--- config.mk ---
export PLATFORM = sky130hd
export DESIGN_NAME = pcc_top
export DESIGN_NICKNAME = d
export VERILOG_FILES = /design/src/pcc_sync.v /design/src/pcc_top.v
export VERILOG_INCLUDE_DIRS = /design/src
export SDC_FILE = /design/constraint.sdc
export NUM_CORES = 1
export LEC_CHECK = 0
export BUFFER_PORTS_ARGS = -buffer_cell sky130_fd_sc_hd__clkbuf_2
export CAP_MARGIN = 5
export CORE_MARGIN = 2
export CORE_UTILIZATION = 25
export DETAILED_ROUTE_END_ITERATION = 10
export GPL_TIMING_DRIVEN = 0
export PLACE_DENSITY = 0.45
export SETUP_SLACK_MARGIN = 0.5
export SYNTH_ARGS = -nofsm -noshare
export SYNTH_HDL_FRONTEND = slang
export SYNTH_SLANG_ARGS = --single-unit
--- constraint.sdc ---
create_clock -name clk -period 2.6 [get_ports clk]
set_input_delay 0.78 -clock clk [delete_from_list [all_inputs] [get_ports clk]]
set_output_delay 0.78 -clock clk [all_outputs]
set_load 0.005 [all_outputs]
--- src/pcc_map.vh ---
// Register indices, field positions, reset values for the PWM channel counter.
`ifndef PCC_MAP_VH
`define PCC_MAP_VH

// Register indices; the bus byte address is four times the index.
`define PCC_IDX_COUNT_LOW    16'hf8a4
`define PCC_IDX_COUNT_HIGH   16'hf8a5
`define PCC_IDX_SETUP_ZERO   16'hf8a6
`define PCC_IDX_RUN_STATUS   16'hf8a7
`define PCC_IDX_COUNT_WORD   16'hf8aa
`define PCC_IDX_PAIR_MODE    16'hf8ab

// Bus geometry.
`define PCC_ADDR_W           18
`define PCC_IDX_W            16

// Reset values.
`define PCC_SETUP_ZERO_RST   8'h00
`define PCC_RUN_STATUS_RST   8'h40
`define PCC_PAIR_MODE_RST    8'h00
`define PCC_COUNT_RST        16'h0000

// Single-field reset values, split out of the register resets above.
`define PCC_RUN_RST          1'b0
`define PCC_FLAG_RST         1'b1
`define PCC_PAIR_RST         1'b0
`define PCC_START_MODE_RST   2'b00

// Setup register fields.
`define PCC_CLK_SEL_LO       0
`define PCC_CLK_SEL_HI       1
`define PCC_IRQ_PT_LO        2
`define PCC_IRQ_PT_HI        3
`define PCC_POLARITY         4
`define PCC_INIT_LEVEL       5
`define PCC_PAUSE_LEVEL      6
`define PCC_CLEAR_MASK       7

// Run and status register fields.
`define PCC_RUN_BIT          0
`define PCC_FLAG_BIT         6
`define PCC_STAT_BIT         7

// Pair and mode register fields.
`define PCC_READ_OK_BIT      0
`define PCC_START_MODE_LO    2
`define PCC_START_MODE_HI    3
`define PCC_PAIR_BIT         7

// Encodings.
`define PCC_CLK_LOW_SPEED    2'b00
`define PCC_CLK_TIME_BASE    2'b01
`define PCC_CLK_EXTERNAL     2'b10
`define PCC_START_SW_EXTCLR  2'b11

// Bus responses.
`define PCC_RESP_OKAY        2'b00
`define PCC_RESP_SLVERR      2'b10

`endif

--- src/pcc_sync.v ---
// Two-stage synchroniser for one asynchronous pin.
`timescale 1ns/100ps
module pcc_sync
(
	// Clock and reset
	input  wire clk,
	input  wire rst_n,
	// Pin and result
	input  wire pin_in,
	output reg  sync_out
);

	reg         meta_r;

	always @(posedge clk or negedge rst_n)
	begin
		if (!rst_n)
		begin
			meta_r   <= 1'b0;
			sync_out <= 1'b0;
		end
		else
		begin
			meta_r   <= pin_in;
			sync_out <= meta_r;
		end
	end

endmodule // pcc_sync

--- src/pcc_top.v ---
// PWM channel counter, setup and run control with an AXI4-Lite slave.
`timescale 1ns/100ps
`include "pcc_map.vh"

module pcc_top
(
	// Clock and reset
	input  wire        clk,
	input  wire        rst_n,
	// AXI4-Lite write address
	input  wire [17:0] s_axi_awaddr,
	input  wire        s_axi_awvalid,
	output reg         s_axi_awready,
	// AXI4-Lite write data
	input  wire [31:0] s_axi_wdata,
	input  wire [3:0]  s_axi_wstrb,
	input  wire        s_axi_wvalid,
	output reg         s_axi_wready,
	// AXI4-Lite write response
	output reg  [1:0]  s_axi_bresp,
	output reg         s_axi_bvalid,
	input  wire        s_axi_bready,
	// AXI4-Lite read address
	input  wire [17:0] s_axi_araddr,
	input  wire        s_axi_arvalid,
	output reg         s_axi_arready,
	// AXI4-Lite read data
	output reg  [31:0] s_axi_rdata,
	output reg  [1:0]  s_axi_rresp,
	output reg         s_axi_rvalid,
	input  wire        s_axi_rready,
	// Clock sources, same domain enables
	input  wire        time_base_tick,
	input  wire        oscillator_tick,
	input  wire        system_clock_high,
	// Asynchronous pins
	input  wire        low_speed_clock,
	input  wire        external_clock_pin,
	input  wire        ext_control_pin,
	// Compare values from the period and duty logic
	input  wire [15:0] period_value,
	input  wire [15:0] duty_value,
	// Channel outputs
	output reg         primary_channel,
	output reg         channel_irq,
	output reg         counter_read_ok,
	// Partner channel coupling
	output reg         pair_active,
	output reg  [1:0]  partner_clock_sel,
	output reg         partner_clear_mask
);

	// Address decode used by both the read and the write path.
	function hit;
		input [17:0] addr;
		input [15:0] idx;
		begin
			hit = (addr[17:2] == idx) && (addr[1:0] == 2'b00);
		end
	endfunction

	// Pin synchronisers: low-speed clock, external clock, control input.
	wire [2:0]  pin_raw;
	wire [2:0]  pin_sync;

	assign pin_raw = {ext_control_pin, external_clock_pin, low_speed_clock};

	genvar gi;
	generate
		for (gi = 0; gi < 3; gi = gi + 1)
		begin : g_sync
			pcc_sync u_sync
			(
				.clk      (clk),
				.rst_n    (rst_n),
				.pin_in   (pin_raw[gi]),
				.sync_out (pin_sync[gi])
			);
		end
	endgenerate

	// Registers
	reg  [15:0] count_r;
	reg  [7:0]  high_hold_r;
	reg  [7:0]  setup_zero_r;
	reg         run_r;
	reg         flag_r;
	reg         pair_r;
	reg  [1:0]  start_mode_r;
	reg  [2:0]  pin_prev_r;
	reg         ctl_smp_r;
	reg         ctl_seen_r;
	reg         aw_full_r;
	reg         w_full_r;
	reg  [17:0] aw_addr_r;
	reg  [31:0] w_data_r;
	reg  [3:0]  w_strb_r;

	wire [1:0]  clk_sel;
	wire [1:0]  irq_pt;
	wire        neg_logic;
	wire        init_level;
	wire        pause_level;
	wire        clr_mask;

	assign clk_sel     = setup_zero_r[`PCC_CLK_SEL_HI:`PCC_CLK_SEL_LO];
	assign irq_pt      = setup_zero_r[`PCC_IRQ_PT_HI:`PCC_IRQ_PT_LO];
	assign neg_logic   = setup_zero_r[`PCC_POLARITY];
	assign init_level  = setup_zero_r[`PCC_INIT_LEVEL];
	assign pause_level = setup_zero_r[`PCC_PAUSE_LEVEL];
	assign clr_mask    = setup_zero_r[`PCC_CLEAR_MASK];

	// Rising edges of the synchronised low-speed and external clock pins become one-cycle enables.
	wire        ls_rise;
	wire        ext_rise;

	assign ls_rise  = pin_sync[0] & ~pin_prev_r[0];
	assign ext_rise = pin_sync[1] & ~pin_prev_r[1];

	// Count enable from the selected clock; code 11 never counts.
	reg         count_tick;
	always @*
	begin
		case (clk_sel)
			`PCC_CLK_LOW_SPEED: count_tick = ls_rise;
			`PCC_CLK_TIME_BASE: count_tick = time_base_tick;
			`PCC_CLK_EXTERNAL:  count_tick = ext_rise;
			default:            count_tick = 1'b0;
		endcase
	end

	wire        clk_valid;
	wire        counting;

	assign clk_valid = (clk_sel != 2'b11);
	assign counting  = run_r & clk_valid;

	// External control is sampled on oscillator ticks with the time-base clock selected, else on low-speed clock rises.
	wire        sample_en;
	wire        ctl_edge;
	wire        ext_clear;

	assign sample_en = (clk_sel == `PCC_CLK_TIME_BASE) ? oscillator_tick
	                                                   : ls_rise;
	// The first sample after reset only primes the history.
	assign ctl_edge  = sample_en & ctl_seen_r & (pin_sync[2] != ctl_smp_r);
	assign ext_clear = ctl_edge & counting
	                 & (start_mode_r == `PCC_START_SW_EXTCLR)
	                 & ~(clr_mask & flag_r);

	// Compare events.
	wire        period_hit;
	wire        duty_hit;

	assign period_hit = count_tick & counting & (count_r == period_value);
	assign duty_hit   = count_tick & counting & (count_r == duty_value);

	// Bus write path: address and data are taken in either order.
	wire        aw_take;
	wire        w_take;
	wire        do_wr;
	wire        wr_lane0;

	assign aw_take  = s_axi_awvalid & s_axi_awready;
	assign w_take   = s_axi_wvalid & s_axi_wready;
	assign do_wr    = aw_full_r & w_full_r & ~s_axi_bvalid;
	assign wr_lane0 = do_wr & w_strb_r[0];

	wire        wr_low;
	wire        wr_high;
	wire        wr_word;
	wire        wr_setup;
	wire        wr_run;
	wire        wr_pair;
	wire        wr_mapped;
	wire        count_wr;

	assign wr_low    = hit(aw_addr_r, `PCC_IDX_COUNT_LOW);
	assign wr_high   = hit(aw_addr_r, `PCC_IDX_COUNT_HIGH);
	assign wr_word   = hit(aw_addr_r, `PCC_IDX_COUNT_WORD);
	assign wr_setup  = hit(aw_addr_r, `PCC_IDX_SETUP_ZERO);
	assign wr_run    = hit(aw_addr_r, `PCC_IDX_RUN_STATUS);
	assign wr_pair   = hit(aw_addr_r, `PCC_IDX_PAIR_MODE);
	assign wr_mapped = wr_low | wr_high | wr_word | wr_setup | wr_run
	                 | wr_pair;
	assign count_wr  = wr_lane0 & (wr_low | wr_high | wr_word);

	// Bus read path.
	wire        ar_take;
	wire        rd_low;
	wire        rd_word;

	assign ar_take = s_axi_arvalid & s_axi_arready;
	assign rd_low  = ar_take & hit(s_axi_araddr, `PCC_IDX_COUNT_LOW);
	assign rd_word = ar_take & hit(s_axi_araddr, `PCC_IDX_COUNT_WORD);

	wire        run_wr_val;
	wire        run_fall;

	assign run_wr_val = w_data_r[`PCC_RUN_BIT];
	assign run_fall   = wr_lane0 & wr_run & run_r & ~run_wr_val;

	// Read data mux; reserved bits read as zero.
	reg  [31:0] rd_data;
	reg         rd_err;
	always @*
	begin
		rd_data = 32'h0000_0000;
		rd_err  = 1'b0;
		if (hit(s_axi_araddr, `PCC_IDX_COUNT_LOW))
			rd_data[7:0] = count_r[7:0];
		else if (hit(s_axi_araddr, `PCC_IDX_COUNT_HIGH))
			rd_data[7:0] = high_hold_r;
		else if (hit(s_axi_araddr, `PCC_IDX_COUNT_WORD))
			rd_data[15:0] = count_r;
		else if (hit(s_axi_araddr, `PCC_IDX_SETUP_ZERO))
			rd_data[7:0] = setup_zero_r;
		else if (hit(s_axi_araddr, `PCC_IDX_RUN_STATUS))
		begin
			rd_data[`PCC_STAT_BIT] = counting;
			rd_data[`PCC_FLAG_BIT] = flag_r;
			rd_data[`PCC_RUN_BIT]  = run_r;
		end
		else if (hit(s_axi_araddr, `PCC_IDX_PAIR_MODE))
		begin
			rd_data[`PCC_PAIR_BIT] = pair_r;
			rd_data[`PCC_START_MODE_HI:`PCC_START_MODE_LO] = start_mode_r;
			rd_data[`PCC_READ_OK_BIT] = counter_read_ok;
		end
		else
			rd_err = 1'b1;
	end

	// Level that the output starts from, before polarity.
	wire        start_level;
	assign start_level = ~init_level;

	// Bus handshake registers.
	always @(posedge clk or negedge rst_n)
	begin
		if (!rst_n)
		begin
			s_axi_awready <= 1'b0;
			s_axi_wready  <= 1'b0;
			s_axi_bvalid  <= 1'b0;
			s_axi_bresp   <= `PCC_RESP_OKAY;
			s_axi_arready <= 1'b0;
			s_axi_rvalid  <= 1'b0;
			s_axi_rresp   <= `PCC_RESP_OKAY;
			s_axi_rdata   <= 32'h0000_0000;
			aw_full_r     <= 1'b0;
			w_full_r      <= 1'b0;
			aw_addr_r     <= 18'h00000;
			w_data_r      <= 32'h0000_0000;
			w_strb_r      <= 4'h0;
		end
		else
		begin
			if (aw_take)
				aw_addr_r <= s_axi_awaddr;
			if (w_take)
			begin
				w_data_r <= s_axi_wdata;
				w_strb_r <= s_axi_wstrb;
			end
			aw_full_r     <= (aw_full_r | aw_take) & ~do_wr;
			w_full_r      <= (w_full_r | w_take) & ~do_wr;
			s_axi_awready <= ~((aw_full_r | aw_take) & ~do_wr);
			s_axi_wready  <= ~((w_full_r | w_take) & ~do_wr);
			if (do_wr)
			begin
				s_axi_bvalid <= 1'b1;
				s_axi_bresp  <= wr_mapped ? `PCC_RESP_OKAY
				                          : `PCC_RESP_SLVERR;
			end
			else if (s_axi_bready)
				s_axi_bvalid <= 1'b0;
			if (ar_take)
			begin
				s_axi_rvalid  <= 1'b1;
				s_axi_arready <= 1'b0;
				s_axi_rdata   <= rd_data;
				s_axi_rresp   <= rd_err ? `PCC_RESP_SLVERR
				                        : `PCC_RESP_OKAY;
			end
			else if (s_axi_rvalid & s_axi_rready)
			begin
				s_axi_rvalid  <= 1'b0;
				s_axi_arready <= 1'b1;
			end
			else if (!s_axi_rvalid)
				s_axi_arready <= 1'b1;
		end
	end

	// Control registers written by software.
	always @(posedge clk or negedge rst_n)
	begin
		if (!rst_n)
		begin
			setup_zero_r <= `PCC_SETUP_ZERO_RST;
			run_r        <= `PCC_RUN_RST;
			pair_r       <= `PCC_PAIR_RST;
			start_mode_r <= `PCC_START_MODE_RST;
		end
		else if (wr_lane0)
		begin
			if (wr_setup)
				setup_zero_r <= w_data_r[7:0];
			if (wr_run)
				run_r <= run_wr_val;
			if (wr_pair)
			begin
				pair_r       <= w_data_r[`PCC_PAIR_BIT];
				start_mode_r <= w_data_r[3:2];
			end
		end
	end

	// Counter, high-byte latch and output flag.
	always @(posedge clk or negedge rst_n)
	begin
		if (!rst_n)
		begin
			count_r     <= `PCC_COUNT_RST;
			high_hold_r <= 8'h00;
			flag_r      <= `PCC_FLAG_RST;
		end
		else
		begin
			// A software write beats a same-cycle count or clear.
			if (count_wr)
				count_r <= `PCC_COUNT_RST;
			else if (ext_clear)
				count_r <= `PCC_COUNT_RST;
			else if (period_hit)
				count_r <= `PCC_COUNT_RST;
			else if (count_tick & counting)
				count_r <= count_r + 16'h0001;
			if (rd_low | rd_word)
				high_hold_r <= count_r[15:8];
			if (count_wr)
				flag_r <= 1'b1;
			else if (run_fall & pause_level)
				flag_r <= start_level;
			else if (ext_clear | period_hit)
				flag_r <= 1'b1;
			else if (duty_hit)
				flag_r <= 1'b0;
		end
	end

	// Pin edge history and external control sampling.
	always @(posedge clk or negedge rst_n)
	begin
		if (!rst_n)
		begin
			pin_prev_r <= 3'b000;
			ctl_smp_r  <= 1'b0;
			ctl_seen_r <= 1'b0;
		end
		else
		begin
			pin_prev_r <= pin_sync;
			if (sample_en)
			begin
				ctl_smp_r  <= pin_sync[2];
				ctl_seen_r <= 1'b1;
			end
		end
	end

	// Registered outputs.
	always @(posedge clk or negedge rst_n)
	begin
		if (!rst_n)
		begin
			primary_channel    <= 1'b1;
			channel_irq        <= 1'b0;
			counter_read_ok    <= 1'b1;
			pair_active        <= 1'b0;
			partner_clock_sel  <= 2'b00;
			partner_clear_mask <= 1'b0;
		end
		else
		begin
			// The flag is taken as the high phase in positive logic.
			primary_channel <= flag_r ^ neg_logic;
			channel_irq     <= irq_pt[1] ? (period_hit | duty_hit)
			                 : irq_pt[0] ? duty_hit
			                             : period_hit;
			// A stopped counter is always readable.
			counter_read_ok <= ~counting
			                 | (clk_sel == `PCC_CLK_LOW_SPEED)
			                 | ((clk_sel == `PCC_CLK_TIME_BASE)
			                    & system_clock_high);
			pair_active        <= pair_r;
			partner_clock_sel  <= pair_r ? clk_sel : 2'b00;
			partner_clear_mask <= pair_r & clr_mask;
		end
	end

endmodule // pcc_top

==> metrics.txt, run 1 <==
outcome finished, violations left; failing checks negative setup slack; Lkg Pwr about 3.4 nW; switch share between 20% and 30%; Worst Setup Start Kind primary input; M1 GR Usage roughly 17%; R2R cell count 7; Worst path top cell family by delay simple AND/OR/NAND/NOR gates; power share of the clock group between 30% and 40%; max_cap viols 0; worst hold-check path type flop to flop; hold path depth 0; drt total wl around 15 mm; ANT cells 0; CTS H-tree lvls 3; RSZ-0062 raised after global routing true; global-route wire length before repair around 23 mm; ys async rst share 100%; EDFF count, synth 0; Clock Path Buffers 2; full die area 22,000 um^2; Yosys top cell area share about half; drt pass-1 iters 4; top-count cell post-synth dfrtp_1; Main synth FF type dfrtp_1; Starting Density between 20% and 30%; worst skew pair latency 0.36 ns; most used cell along the critical path buf_6; CTS tree built; Worst-Margin Slew just under 0.9 ns; vias in the first global route 4,207; Total GRT Usage between 10% and 20%; Clock Tree Root clkbuf_16; setup_tns -2.29 ns; nets between 700 and 800; Setup WS pre-CTS -0.594 ns; GR peak layer met2; core area a little over 20,000 um^2; final worst slack -0.177 ns; Comb pwr share between 10% and 20%; Critical Path Slowest Stage Cell or4b_4; Via density ~4.4; worst-path cell chain buf_6 -> or4b_4 -> or4_4 -> buf_6 -> or3_4 -> nor2_8 -> o21ai_4 -> mux2_4; Net Sw Power between 0.001 and 0.0015 W; post-synth cell types 58; final count of pins violating max slew 0; Final Hold Fails 0; Tmin final 2.78 ns; Syn. warnings 0; GR Util met2 a little under a quarter; RR Endpoint setup_zero_r[3]; Area Growth Syn to Fin 42.6%; largest net degree at the start of global routing ~110; Post-synth top cells dfrtp_1 (103), xnor2_1 (44), nand2_1 (40); Final Wtd Congestion 0.793; layout cell share with drive strength beyond 1 47.7%; cts bufs inserted 9; post-route clock skew between 0.009 and 0.01 ns; Post-route DRC 0; CP Data Arrival Time between 3 and 4 ns; critical path required time around 2.8 ns; final cell utilization of the core 36.5%; max incr delay on CP 0.52 ns; initial antenna violation count 0; Post-Syn Area per Cell around 11 um^2; r2r setup slk approximately 0.45 ns; IO Port Bufs 119; worst vdd ir ~340 uV; Post-Synthesis Cells 476; Tcrit/Tclk final 107%; #FFs+latches synth approximately 110; clock sinks roughly 110; Fmax 360 MHz; final cell count without fillers between 900 and 1,000; DIE HEIGHT 148 um; final setup fails 24; die width 148 um; Post-Place Cells between 800 and 900; Power Total approximately 0.0044 W; clock transition at the registers of the reported paths ~0.08 ns; routed via count slightly above 4,000; total buffers and inverters traversed by the critical path 2; hold_sp g_sync[1].u_sync.meta_r; hold path endpoint g_sync[1].u_sync.sync_out; Internal Power approximately 0.0032 W; post-DR wirelength/cell 15.8 um; Synth area leaders dfrtp_1 (49%), mux2_2 (8.2%), xnor2_1 (7.4%); post-DP HPWL 10.5 mm; Detail Route Antenna Nets 0; sequential share of power a little under half; I/O pin count between 150 and 200; total grt overflow 0; CP Max Fanout 5; post-synthesis sequential area ratio between 50% and 60%; WS Path Type primary input to flop; Reg-to-Reg Start aw_addr_r[6]; initial drt markers about 140; met3 Use GR under 10%; Yosys top cell by area dfrtp_1; Mapped Area between 5000 and 6000 um^2; crit end category flop; row count between 50 and 60; Slew headroom between 40% and 50%; Pwr Density between 500 and 600 nW/um^2
[what timing repair did]
| item | CTS | global route |
|---|---|---|
| hold buffers | 0 | 0 |
| pin swaps | 25 | 23 |
| gates resized for setup | 69 | 80 |
| buffers inserted | 23 | 15 |
| endpoints found under the hold margin | 0 | 0 |
| endpoints found under the setup margin | 54 | 55 |
| gates cloned | 1 | 0 |
[worst reg2reg max path, cell delays in order (launching register included)]
cell and delay, ns:
dfrtp_1 0.39, nor4bb_2 0.32, nand4_1 0.20, or3_4 0.40
buf_6 0.13, nor3_4 0.14, buf_6 0.16, mux2_4 0.30
[sequential cells by signal (all words and copies together), names as in the netlist, 2 cells and up]
name,flops
s_axi_rdata,16
high_hold_r,8
start_mode_r,2
g_sync.u_sync.meta_r,3
partner_clock_sel,2
aw_addr_r,18
pin_prev_r,2
g_sync.u_sync.sync_out,3
setup_zero_r,8
count_r,16
w_data_r,8
[power groups by stage]
stage,Sequential [W],Clock (W),Combinational (W)
6_report,0.00213,0.00154,0.000786
5_1_grt,0.00217,0.00167,0.000882
4_1_cts,0.00213,0.00159,0.000790
3_5_place_dp,0.00215,0,0.000745
3_3_place_gp,0.00214,0,0.000723
2_1_floorplan,0.00209,0,0.000488
[placed cells by master, fill, tap and decap left out, types with 5 or more instances in the layout]
| cell | instances |
|---|---|
| clkbuf_2 | 127 |
| dfrtp_1 | 103 |
| xnor2_1 | 44 |
| buf_4 | 38 |
| nand2_1 | 38 |
| mux2_2 | 26 |
| buf_6 | 22 |
| nor2_1 | 20 |
| mux2_4 | 20 |
| conb_1 | 18 |
| nand4_1 | 14 |
| inv_1 | 12 |
| nor2_4 | 11 |
| o21ai_0 | 10 |
| a21oi_1 | 10 |
| clkbuf_1 | 9 |
| clkbuf_16 | 9 |
| and2_1 | 7 |
| nand2b_1 | 7 |
| nand3_1 | 6 |
| mux2i_1 | 6 |
| xor2_1 | 5 |
| nor3_4 | 5 |
| nand3_2 | 5 |
[area by class of cell]
cell class / count / area (um^2)
plain buffers: 45 / 298
clock buffers: 9 / 225
clock inverters: 7 / 108
fillers: 2021 / 12900
inverters: 13 / 56.3
multi-input cells: 330 / 2780
flip-flops and latches: 106 / 2660
well taps: 270 / 338
repair buffers: 157 / 967
[layer usage]
layer | share of wire [%] | up-vias
li1 | - | 1989
met1 | 45 | 1972
met2 | 48 | 132
met3 | 5.7 | 21
met4 | 1.8 | 0
met5 | 0 | -
[logic make-up (layout without fill, tap and decap cells)]
logic type	after synthesis	in the layout	synth area share [%]
multiplexers	52	52	11.7
flip-flops	106	106	51.0
buffers and inverters	58	231	5.57
AND/OR/NAND/NOR	153	153	15.8
XOR/XNOR	49	49	8.24
other	1	18	0.0720
AO/OA/AOI/OAI	56	57	7.38
adder cells (fa/ha/maj)	1	1	0.240
[worst max path at each step]
stage	cells after the start	slack, ns	startpoint	to
final	8	-0.18	s_axi_araddr[1]	high_hold_r[6]
after global placement	1	-0.80	rst_n	aw_addr_r[8]
after detailed placement	8	-0.59	s_axi_araddr[1]	high_hold_r[6]
after global routing	8	-0.19	s_axi_araddr[1]	high_hold_r[3]
after CTS	8	-0.14	s_axi_araddr[1]	high_hold_r[2]
after floorplan	7	-0.38	s_axi_araddr[1]	high_hold_r[3]
[through the flow]
step                area, um^2  hold WS (ns)
floorplan                 5290         0.331
global placement          6220         0.337
detailed placement        6230         0.340
CTS                       7010         0.362
global route              7430         0.365
finish                    7430         0.356
Power figures use the tool's default switching activity.
==> run 2: changes to the inputs <==
--- a/config.mk
+++ b/config.mk
@@ -13,7 +13,9 @@
 export DETAILED_ROUTE_END_ITERATION = 10
 export GPL_TIMING_DRIVEN = 0
 export PLACE_DENSITY = 0.45
+export REMOVE_ABC_BUFFERS = 1
 export SETUP_SLACK_MARGIN = 0.5
 export SYNTH_ARGS = -nofsm -noshare
 export SYNTH_HDL_FRONTEND = slang
+export SYNTH_HIERARCHICAL = 1
 export SYNTH_SLANG_ARGS = --single-unit
==> run 2 against run 1 <==
Net effect: the flow now finishes without violations; critical path type unchanged; flip-flop and latch count is the same; critical path depth is 1 lower; largest power group unchanged; final cell count is 5.8% lower; register-to-register slack barely moved; via count shrank 4.1%; clock power fell by 8%; power is 4.8% lower; sequential share of layout area up 4.0 points; highest routed layer unchanged; clock-buffer cell count rose by 1; core utilization decreased by 3.4 points.
==> metrics.txt, run 2 <==
vias in the first global route 4,158 (was 4,207); fill count 2,101 (was 2,021); RR Endpoint setup_zero_r[2] (was setup_zero_r[3]); Via density 4.47 (was 4.39); final cell count without fillers 883 (was 937); Tcrit/Tclk final 97.9% (was 107%); crit end category flop (unchanged); most frequent cells in the layout clkbuf_2 (119), dfrtp_1 (100), nand2_1 (47), mux2_2 (47), xnor2_1 (37) (was clkbuf_2 (127), dfrtp_1 (103), xnor2_1 (44)); Worst-Margin Slew 0.856 ns (was 0.890 ns); Pwr Density 633 nW/um^2 (was 599 nW/um^2); commonest non-fill, non-tap cell in the layout clkbuf_2 (unchanged); CTS tree built (unchanged); Post-Syn Area per Cell 10.7 um^2 (was 10.9 um^2); Post-DP Area 5910 um^2 (was 6230 um^2); initial drt markers 212 (was 143); post-synth cell types 55 (was 58); IO Port Bufs 119 (unchanged); largest net degree at the start of global routing 107 (unchanged); DIE HEIGHT 147 um (was 148 um); Fmax 393 MHz (was 360 MHz); ys async rst share 100% (unchanged); Syn. warnings 6 (was 0); drt total wl 14.0 mm (was 14.8 mm); worst vdd ir 404 uV (was 338 uV); most flop-heavy register aw_addr_r (unchanged); Main synth FF type dfrtp_1 (unchanged); Detail Route Antenna Nets 0 (unchanged); worst hold-check path type flop to flop (unchanged); R2R cell count 7 (unchanged); post-DP HPWL 10.0 mm (was 10.5 mm); Synth area leaders dfrtp_1 (50%), mux2_2 (10%), xnor2_1 (6.3%) (was dfrtp_1 (49%), mux2_2 (8.2%), xnor2_1 (7.4%)); Final Wtd Congestion 0.769 (was 0.793); post-route clock skew 0.0103 ns (was 0.00935 ns); Largest register FFs 18 (unchanged); Yosys top cell area share 50.1% (was 49.5%); footprint of the multi-input gates 2490 um^2 (was 2780 um^2); initial antenna violation count 0 (unchanged); Lkg Pwr 2.96 nW (was 3.40 nW); Reg-to-Reg Start aw_addr_r[6] (unchanged); WS Path Type primary input to flop (unchanged); layout cell share with drive strength beyond 1 40.8% (was 47.7%); Mapped Area 5150 um^2 (was 5210 um^2); Largest regs aw_addr_r (18), count_r (16), s_axi_rdata (16) (unchanged); Worst Setup Start Kind primary input (unchanged); Clock Path Buffers 2 (unchanged); cts bufs inserted 9 (unchanged); final setup fails 0 (was 24); clock transition at the registers of the reported paths 0.07 ns (was 0.08 ns); RSZ-0062 raised after global routing true (unchanged); Post-Place Cells 839 (was 882); CP Max Fanout 8 (was 5); outcome finished clean (was finished, violations left); Tmin final 2.54 ns (was 2.78 ns); Post-synth top cells dfrtp_1 (103), nand2_1 (51), mux2_2 (47) (was dfrtp_1 (103), xnor2_1 (44), nand2_1 (40)); global-route wire length before repair 22.4 mm (was 22.8 mm); top-count cell post-synth dfrtp_1 (unchanged); routed via count 3,945 (was 4,114); ANT cells 0 (unchanged); row count 52 (unchanged); full die area 21,800 um^2 (was 22,000 um^2); CTS H-tree lvls 3 (unchanged); Power Total 0.00424 W (was 0.00445 W); drt pass-1 iters 4 (unchanged); final count of pins violating max slew 0 (unchanged); final cell utilization of the core 33.0% (was 36.5%); EDFF count, synth 0 (unchanged); core area 20,200 um^2 (was 20,400 um^2); CP Data Arrival Time 2.78 ns (was 3.02 ns); Clock Tree Root clkbuf_16 (unchanged); #FFs+latches synth 106 (unchanged); Post-route DRC 0 (unchanged); die width 147 um (was 148 um); Final Cell Area 6690 um^2 (was 7430 um^2); hold path endpoint g_sync[0].u_sync/sync_out (was g_sync[1].u_sync.sync_out); final worst slack 0.0554 ns (was -0.177 ns); Slew headroom 43.0% (was 40.7%); hold path depth 0 (unchanged); post-DR wirelength/cell 15.8 um (about the same); total grt overflow 0 (unchanged); Total GRT Usage 13.2% (was 13.5%); hold_sp g_sync[0].u_sync/meta_r (was g_sync[1].u_sync.meta_r); critical path required time 2.84 ns (about the same); hold buffers post-CTS 0 (unchanged); r2r setup slk 0.45 ns (about the same); Area Growth Syn to Fin 29.9% (was 42.6%); Setup WS pre-CTS -1.42 ns (was -0.594 ns); post-synthesis sequential area ratio 51.6% (was 51.0%); clock sinks 106 (unchanged); I/O pin count 165 (unchanged); register area 2660 um^2 (about the same); max_cap viols 0 (unchanged); Starting Density 25.4% (was 25.6%); Post-Synthesis Cells 480 (was 476); Yosys top cell by area dfrtp_1 (unchanged); worst skew pair latency 0.36 ns (about the same); Final Hold Fails 0 (unchanged); nets 726 (was 780)
[run 2: cell types whose count changed after synthesis, sizes merged, moves of 4 or more]
| cell | before | now |
|---|---|---|
| xor2 | 5 | 12 |
| nand3 | 11 | 5 |
| nor3 | 10 | 6 |
| xnor2 | 44 | 37 |
| o21ai | 15 | 27 |
| nand2 | 40 | 51 |
| nor2 | 34 | 29 |
[run 2: how the worst max path moves through the flow]
stage | start | endpoint | slack, ns | depth (start not counted)
2_1_floorplan | s_axi_araddr[11] | high_hold_r[0] | -0.55 | 6
3_3_place_gp | s_axi_araddr[11] | high_hold_r[0] | -1.41 | 7
4_1_cts | s_axi_araddr[12] | s_axi_rdata[0] | 0.04 | 7
3_5_place_dp | s_axi_araddr[11] | high_hold_r[2] | -1.42 | 7
5_1_grt | s_axi_araddr[11] | s_axi_rdata[0] | 0.009 | 7
6_report | s_axi_araddr[11] | high_hold_r[0] | 0.06 | 7
[run 2: repair_timing]
| item | in CTS | in global routing |
|---|---|---|
| gates cloned | 1 | 0 |
| endpoints found under the setup margin | 55 | 49 |
| setup buffers | 19 | 8 |
| pin swaps | 15 | 10 |
| resized for setup | 30 | 26 |
[run 2: through the flow]
step	hold slack (ns)	TNS, ns
finish	0.354	0
CTS	0.358	0
global placement	0.341	-101.59
detailed placement	0.341	-24.15
global route	0.381	0
floorplan	0.331	-5.88
[run 2: per-layer routing]
metal	wire length (um)	global-route usage, %	vias up
met3	905	4.32	12
met1	6020	15.9	1938
met5	0	0	-
met2	6900	22.9	118
li1	-	-	1877
met4	155	3.56	0
[run 2: worst max-delay path, cell delays in order]
cell	delay [ns]
clkbuf_2	0.08
or4b_4	0.54
or3b_4	0.41
buf_4	0.15
o41ai_4	0.25
nand2_2	0.22
mux2_2	0.34
[run 2: area by class of cell]
class                   count  share of cell area (%)
inverters                  10                   0.561
flip-flops and latches    106                    39.8
well taps                 270                    5.05
clock inverters             6                    1.09
multi-input cells         335                    37.3
repair buffers            146                    12.7
clock buffers              10                    3.57
[run 2: where the power goes]
| part | total (W) | switching [W] | internal (W) |
|---|---|---|---|
| sequential | 0.00211 | 0.000178 | 0.00194 |
| clock | 0.00142 | 0.000634 | 0.000784 |
| combinational | 0.000703 | 0.000323 | 0.000380 |
[run 2: cell families (layout without fill, tap and decap cells)]
| family | count (synthesis) | count (layout) | share of synthesized area, % |
|---|---|---|---|
| muxes | 52 | 52 | 11.3 |
| and+or+nand+nor | 153 | 154 | 15.6 |
| buffers and inverters | 57 | 172 | 5.52 |
| AOI/OAI and AO/OA | 61 | 61 | 7.41 |
| DFF | 106 | 106 | 51.6 |
| adders and majority gates | 1 | 1 | 0.243 |
| other | 1 | 18 | 0.0729 |
| xor gates and xnor gates | 49 | 49 | 8.34 |
==> run 3: changes to the inputs <==
--- a/config.mk
+++ b/config.mk
@@ -6,13 +6,16 @@
 export SDC_FILE = /design/constraint.sdc
 export NUM_CORES = 1
 export LEC_CHECK = 0
+export ABC_AREA = 1
 export BUFFER_PORTS_ARGS = -buffer_cell sky130_fd_sc_hd__clkbuf_2
 export CAP_MARGIN = 5
+export CORE_ASPECT_RATIO = 1.1
 export CORE_MARGIN = 2
 export CORE_UTILIZATION = 25
 export DETAILED_ROUTE_END_ITERATION = 10
 export GPL_TIMING_DRIVEN = 0
-export PLACE_DENSITY = 0.45
+export HOLD_SLACK_MARGIN = 0.02
+export PLACE_DENSITY = 0.44
 export REMOVE_ABC_BUFFERS = 1
 export SETUP_SLACK_MARGIN = 0.5
 export SYNTH_ARGS = -nofsm -noshare
==> run 3 against run 2 <==
Net effect: global-route usage is 0.46 points higher; worst hold slack worse by 0.0033 ns; clock power is 4% lower; largest cell class is now multi-input combinational cells; clock skew hardly changed; combinational power is 9.0% higher; flip-flop and latch count stayed put; first-iteration DRC count is 3.3% lower; critical path depth is 5 higher; sequential power hardly changed; final area is 5.9% higher; clock-buffer cell count is 1 lower; critical path type unchanged; power is 0.76% lower.
==> metrics.txt, run 3 <==
Lkg Pwr 3.69 nW (was 2.96 nW); Synth area leaders dfrtp_1 (44%), nand2_1 (16%), inv_1 (5.9%) (was dfrtp_1 (50%), mux2_2 (10%), xnor2_1 (6.3%)); cts bufs inserted 9 (unchanged); Total GRT Usage 13.7% (was 13.2%); CP Data Arrival Time 2.16 ns (was 2.78 ns); IO Port Bufs 119 (unchanged); power share of the clock group 32.4% (was 33.5%); Comb pwr share 18.2% (was 16.6%); post-synthesis sequential area ratio 45.1% (was 51.6%); complex-gate fraction of the synthesized area 6.87% (was 7.41%); I/O pin count 165 (unchanged); CTS H-tree lvls 3 (unchanged); Post-route DRC 0 (unchanged); hold_sp g_sync[2].u_sync/meta_r (was g_sync[0].u_sync/meta_r); total buffers and inverters traversed by the critical path 4 (was 2); XOR/XNOR Fraction of Synth Area 4.02% (was 8.34%); row count 58 (was 52); Slew headroom 51.2% (was 43.0%); #FFs+latches synth 106 (unchanged); DIE HEIGHT 165 um (was 147 um); clock transition at the registers of the reported paths 0.08 ns (was 0.07 ns); Area Growth Syn to Fin 20.3% (was 29.9%); most flop-heavy register aw_addr_r (unchanged); crit end category flop (unchanged); Reg-to-Reg Start count_r[8] (was aw_addr_r[6]); most frequent cells in the layout nand2_1 (249), clkbuf_2 (118), dfrtp_1 (101) (was clkbuf_2 (119), dfrtp_1 (100), nand2_1 (47), mux2_2 (47), xnor2_1 (37)); total grt overflow 0 (unchanged); drt total wl 16.3 mm (was 14.0 mm); clock sinks 106 (unchanged); Worst path top cell family by delay simple AND/OR/NAND/NOR gates (unchanged); die width 150 um (was 147 um); Post-synth top cells nand2_1 (250), dfrtp_1 (103), inv_1 (93) (was dfrtp_1 (103), nand2_1 (51), mux2_2 (47)); Post-Syn Area per Cell 7.55 um^2 (was 10.7 um^2); Clock Tree Root clkbuf_16 (unchanged); drt pass-1 iters 5 (was 4); RSZ-0062 raised after global routing false (was true); most used cell along the critical path nand2_1; Critical Path Slowest Stage Cell nor2_4 (was or4b_4); Yosys top cell area share 43.8% (was 50.1%); Yosys top cell by area dfrtp_1 (unchanged); critical path required time 2.85 ns (was 2.84 ns); Power Total 0.00420 W (was 0.00424 W); crit path from s_axi_araddr[11] (unchanged); Worst Setup Start Kind primary input (unchanged); Starting Density 25.6% (was 25.4%); post-DR wirelength/cell 13.6 um (was 15.8 um); Final Wtd Congestion 0.793 (was 0.769); max_cap viols 0 (unchanged); Largest regs aw_addr_r (18), count_r (16), s_axi_rdata (16) (unchanged); EDFF count, synth 0 (unchanged); core area 23,000 um^2 (was 20,200 um^2); worst-path cell chain clkbuf_2 -> inv_1 -> nand4_1 -> nor2_4 -> buf_4 -> nand3_4 -> inv_1 -> nand2_1 -> nand2_1 -> nand2_1 -> nand3_1 -> nand2_1 (was clkbuf_2 -> or4b_4 -> or3b_4 -> buf_4 -> o41ai_4 -> nand2_2 -> mux2_2); Fmax 522 MHz (was 393 MHz); Tcrit/Tclk final 73.7% (was 97.9%); global-route wire length before repair 26.0 mm (was 22.4 mm); initial antenna violation count 1 (was 0); Worst-Margin Slew 0.731 ns (was 0.856 ns); CTS tree built (unchanged); full die area 24,800 um^2 (was 21,800 um^2); sequential share of power 49.4% (was 49.9%); post-synth cell types 38 (was 55); Post-Synthesis Cells 780 (was 480); hold buffers post-CTS 0 (unchanged); Via density 4.22 (was 4.47); Mapped Area 5890 um^2 (was 5150 um^2); commonest non-fill, non-tap cell in the layout nand2_1 (was clkbuf_2); worst vdd ir 351 uV (was 404 uV); mux contribution to synthesized area 0.191% (was 11.3%); largest family of logic cells by synthesized area simple AND/OR/NAND/NOR gates (unchanged); Setup WS pre-CTS -0.295 ns (was -1.42 ns); final worst slack 0.683 ns (was 0.0554 ns); Syn. warnings 6 (unchanged); switch share 32.0% (was 26.8%); final setup fails 0 (unchanged); final count of pins violating max slew 0 (unchanged); worst hold-check path type flop to flop (unchanged); Internal Power 0.00286 W (was 0.00310 W); Largest register FFs 18 (unchanged); post-DP HPWL 12.2 mm (was 10.0 mm); Net Sw Power 0.00134 W (was 0.00114 W); Main synth FF type dfrtp_1 (unchanged); layout cell share with drive strength beyond 1 22.2% (was 40.8%); Synth Area in Simple Gates 32.6% (was 15.6%); CP Max Fanout 7 (was 8); largest net degree at the start of global routing 107 (unchanged); nets 1,014 (was 726); Final Hold Fails 0 (unchanged); Tmin final 1.92 ns (was 2.54 ns); Pwr Density 594 nW/um^2 (was 633 nW/um^2); Clock Path Buffers 2 (unchanged); initial drt markers 205 (was 212); post-synthesis adder-cell area fraction 0.213% (was 0.243%); worst skew pair latency 0.36 ns (about the same); outcome finished clean (unchanged); final cell utilization of the core 30.8% (was 33.0%); top-count cell post-synth nand2_1 (was dfrtp_1); ANT cells 0 (unchanged); Detail Route Antenna Nets 0 (unchanged); routed via count 5,065 (was 3,945); max incr delay on CP 0.27 ns (was 0.54 ns); vias in the first global route 4,893 (was 4,158); post-route clock skew 0.0108 ns (was 0.0103 ns); WS Path Type primary input to flop (unchanged); ys async rst share 100% (unchanged)
run 3: changes by cell type after synthesis, moves of 12 or more:
cell      previous run  this run
o21ai_0             27        42
mux2_2              47         1
nor2_2               0        16
nand4_1             16        28
xnor2_1             37         0
inv_1               10        93
clkbuf_1            26         7
nor2_1              29        74
nand2_1             51       250
xor2_1              12        27
nand3_1              5        41
run 3: worst register-to-register path, stage by stage (launching register included):
cell and delay (ns):
dfrtp_1 0.51, inv_1 0.21, nand2_1 0.10, nand2_1 0.05, nor2_1 0.09, nand2_1 0.07, nor2_2 0.18, nand3_2 0.12
nand2_2 0.10, inv_4 0.06, nand2_4 0.19, nor2_1 0.08
run 3: final timing paths:
kind	to	slack, ns	cells after the start
max	s_axi_rdata[6]	0.68	12
min in group asynchronous	w_data_r[7]	0.48	2
max reg2reg	count_r[13]	0.74	11
min	g_sync[2].u_sync/sync_out	0.35	0
min reg2reg	g_sync[2].u_sync/sync_out	0.35	0
max in group asynchronous	high_hold_r[7]	1.69	2
run 3: repair_timing:
action | CTS | global route
pin swaps | 1 | 4
gates cloned | 1 | 0
setup endpoints to repair | 32 | 24
setup buffers | 0 | 6
gates resized for setup | 3 | 4
run 3: metrics by stage:
stage,instances,TNS [ns],hold slack [ns],instance area [um^2]
6_report,1201,0,0.351,7080
5_1_grt,1201,0,0.370,7080
4_1_cts,1195,0,0.353,6990
3_5_place_dp,1178,-3.75,0.335,6690
3_3_place_gp,1177,-105.71,0.336,6660
2_1_floorplan,758,0,0.331,5690
run 3: kinds of logic (layout without fill, tap and decap cells):
| group | count (synthesis) | in the layout |
|---|---|---|
| xor gates and xnor gates | 27 | 27 |
| and+or+nand+nor | 438 | 439 |
| muxes | 1 | 1 |
| buffers and inverters | 139 | 242 |
| DFF | 106 | 106 |
| AOI/OAI and AO/OA | 67 | 67 |
| other | 1 | 18 |
| adders and majority gates | 1 | 1 |
run 3: per-layer routing:
layer	GRT usage [%]	wire, um	vias to the layer above	share of wire [%]
met5	0	12	-	0.074
met4	5.19	341	2	2.1
met3	2.82	744	20	4.6
met2	22.7	7870	109	48
met1	17.5	7330	2296	45
li1	-	-	2638	-
run 3: final cells by class:
cell class	count	area (um^2)
clock inverters	7	58.8
fillers	2529	15900
well taps	300	375
multi-input cells	553	2670
clock buffers	9	225
flip-flops and latches	106	2660
repair buffers	126	714
inverters	100	380
run 3: power groups by stage:
stage                     Sequential (W)  Combinational, W  Clock [W]
after floorplan                  0.00208          0.000479          0
after detailed placement         0.00211          0.000778          0
after CTS                        0.00208          0.000784    0.00140
after global routing             0.00212          0.000908    0.00149
final                            0.00208          0.000766    0.00136
after global placement           0.00211          0.000766          0
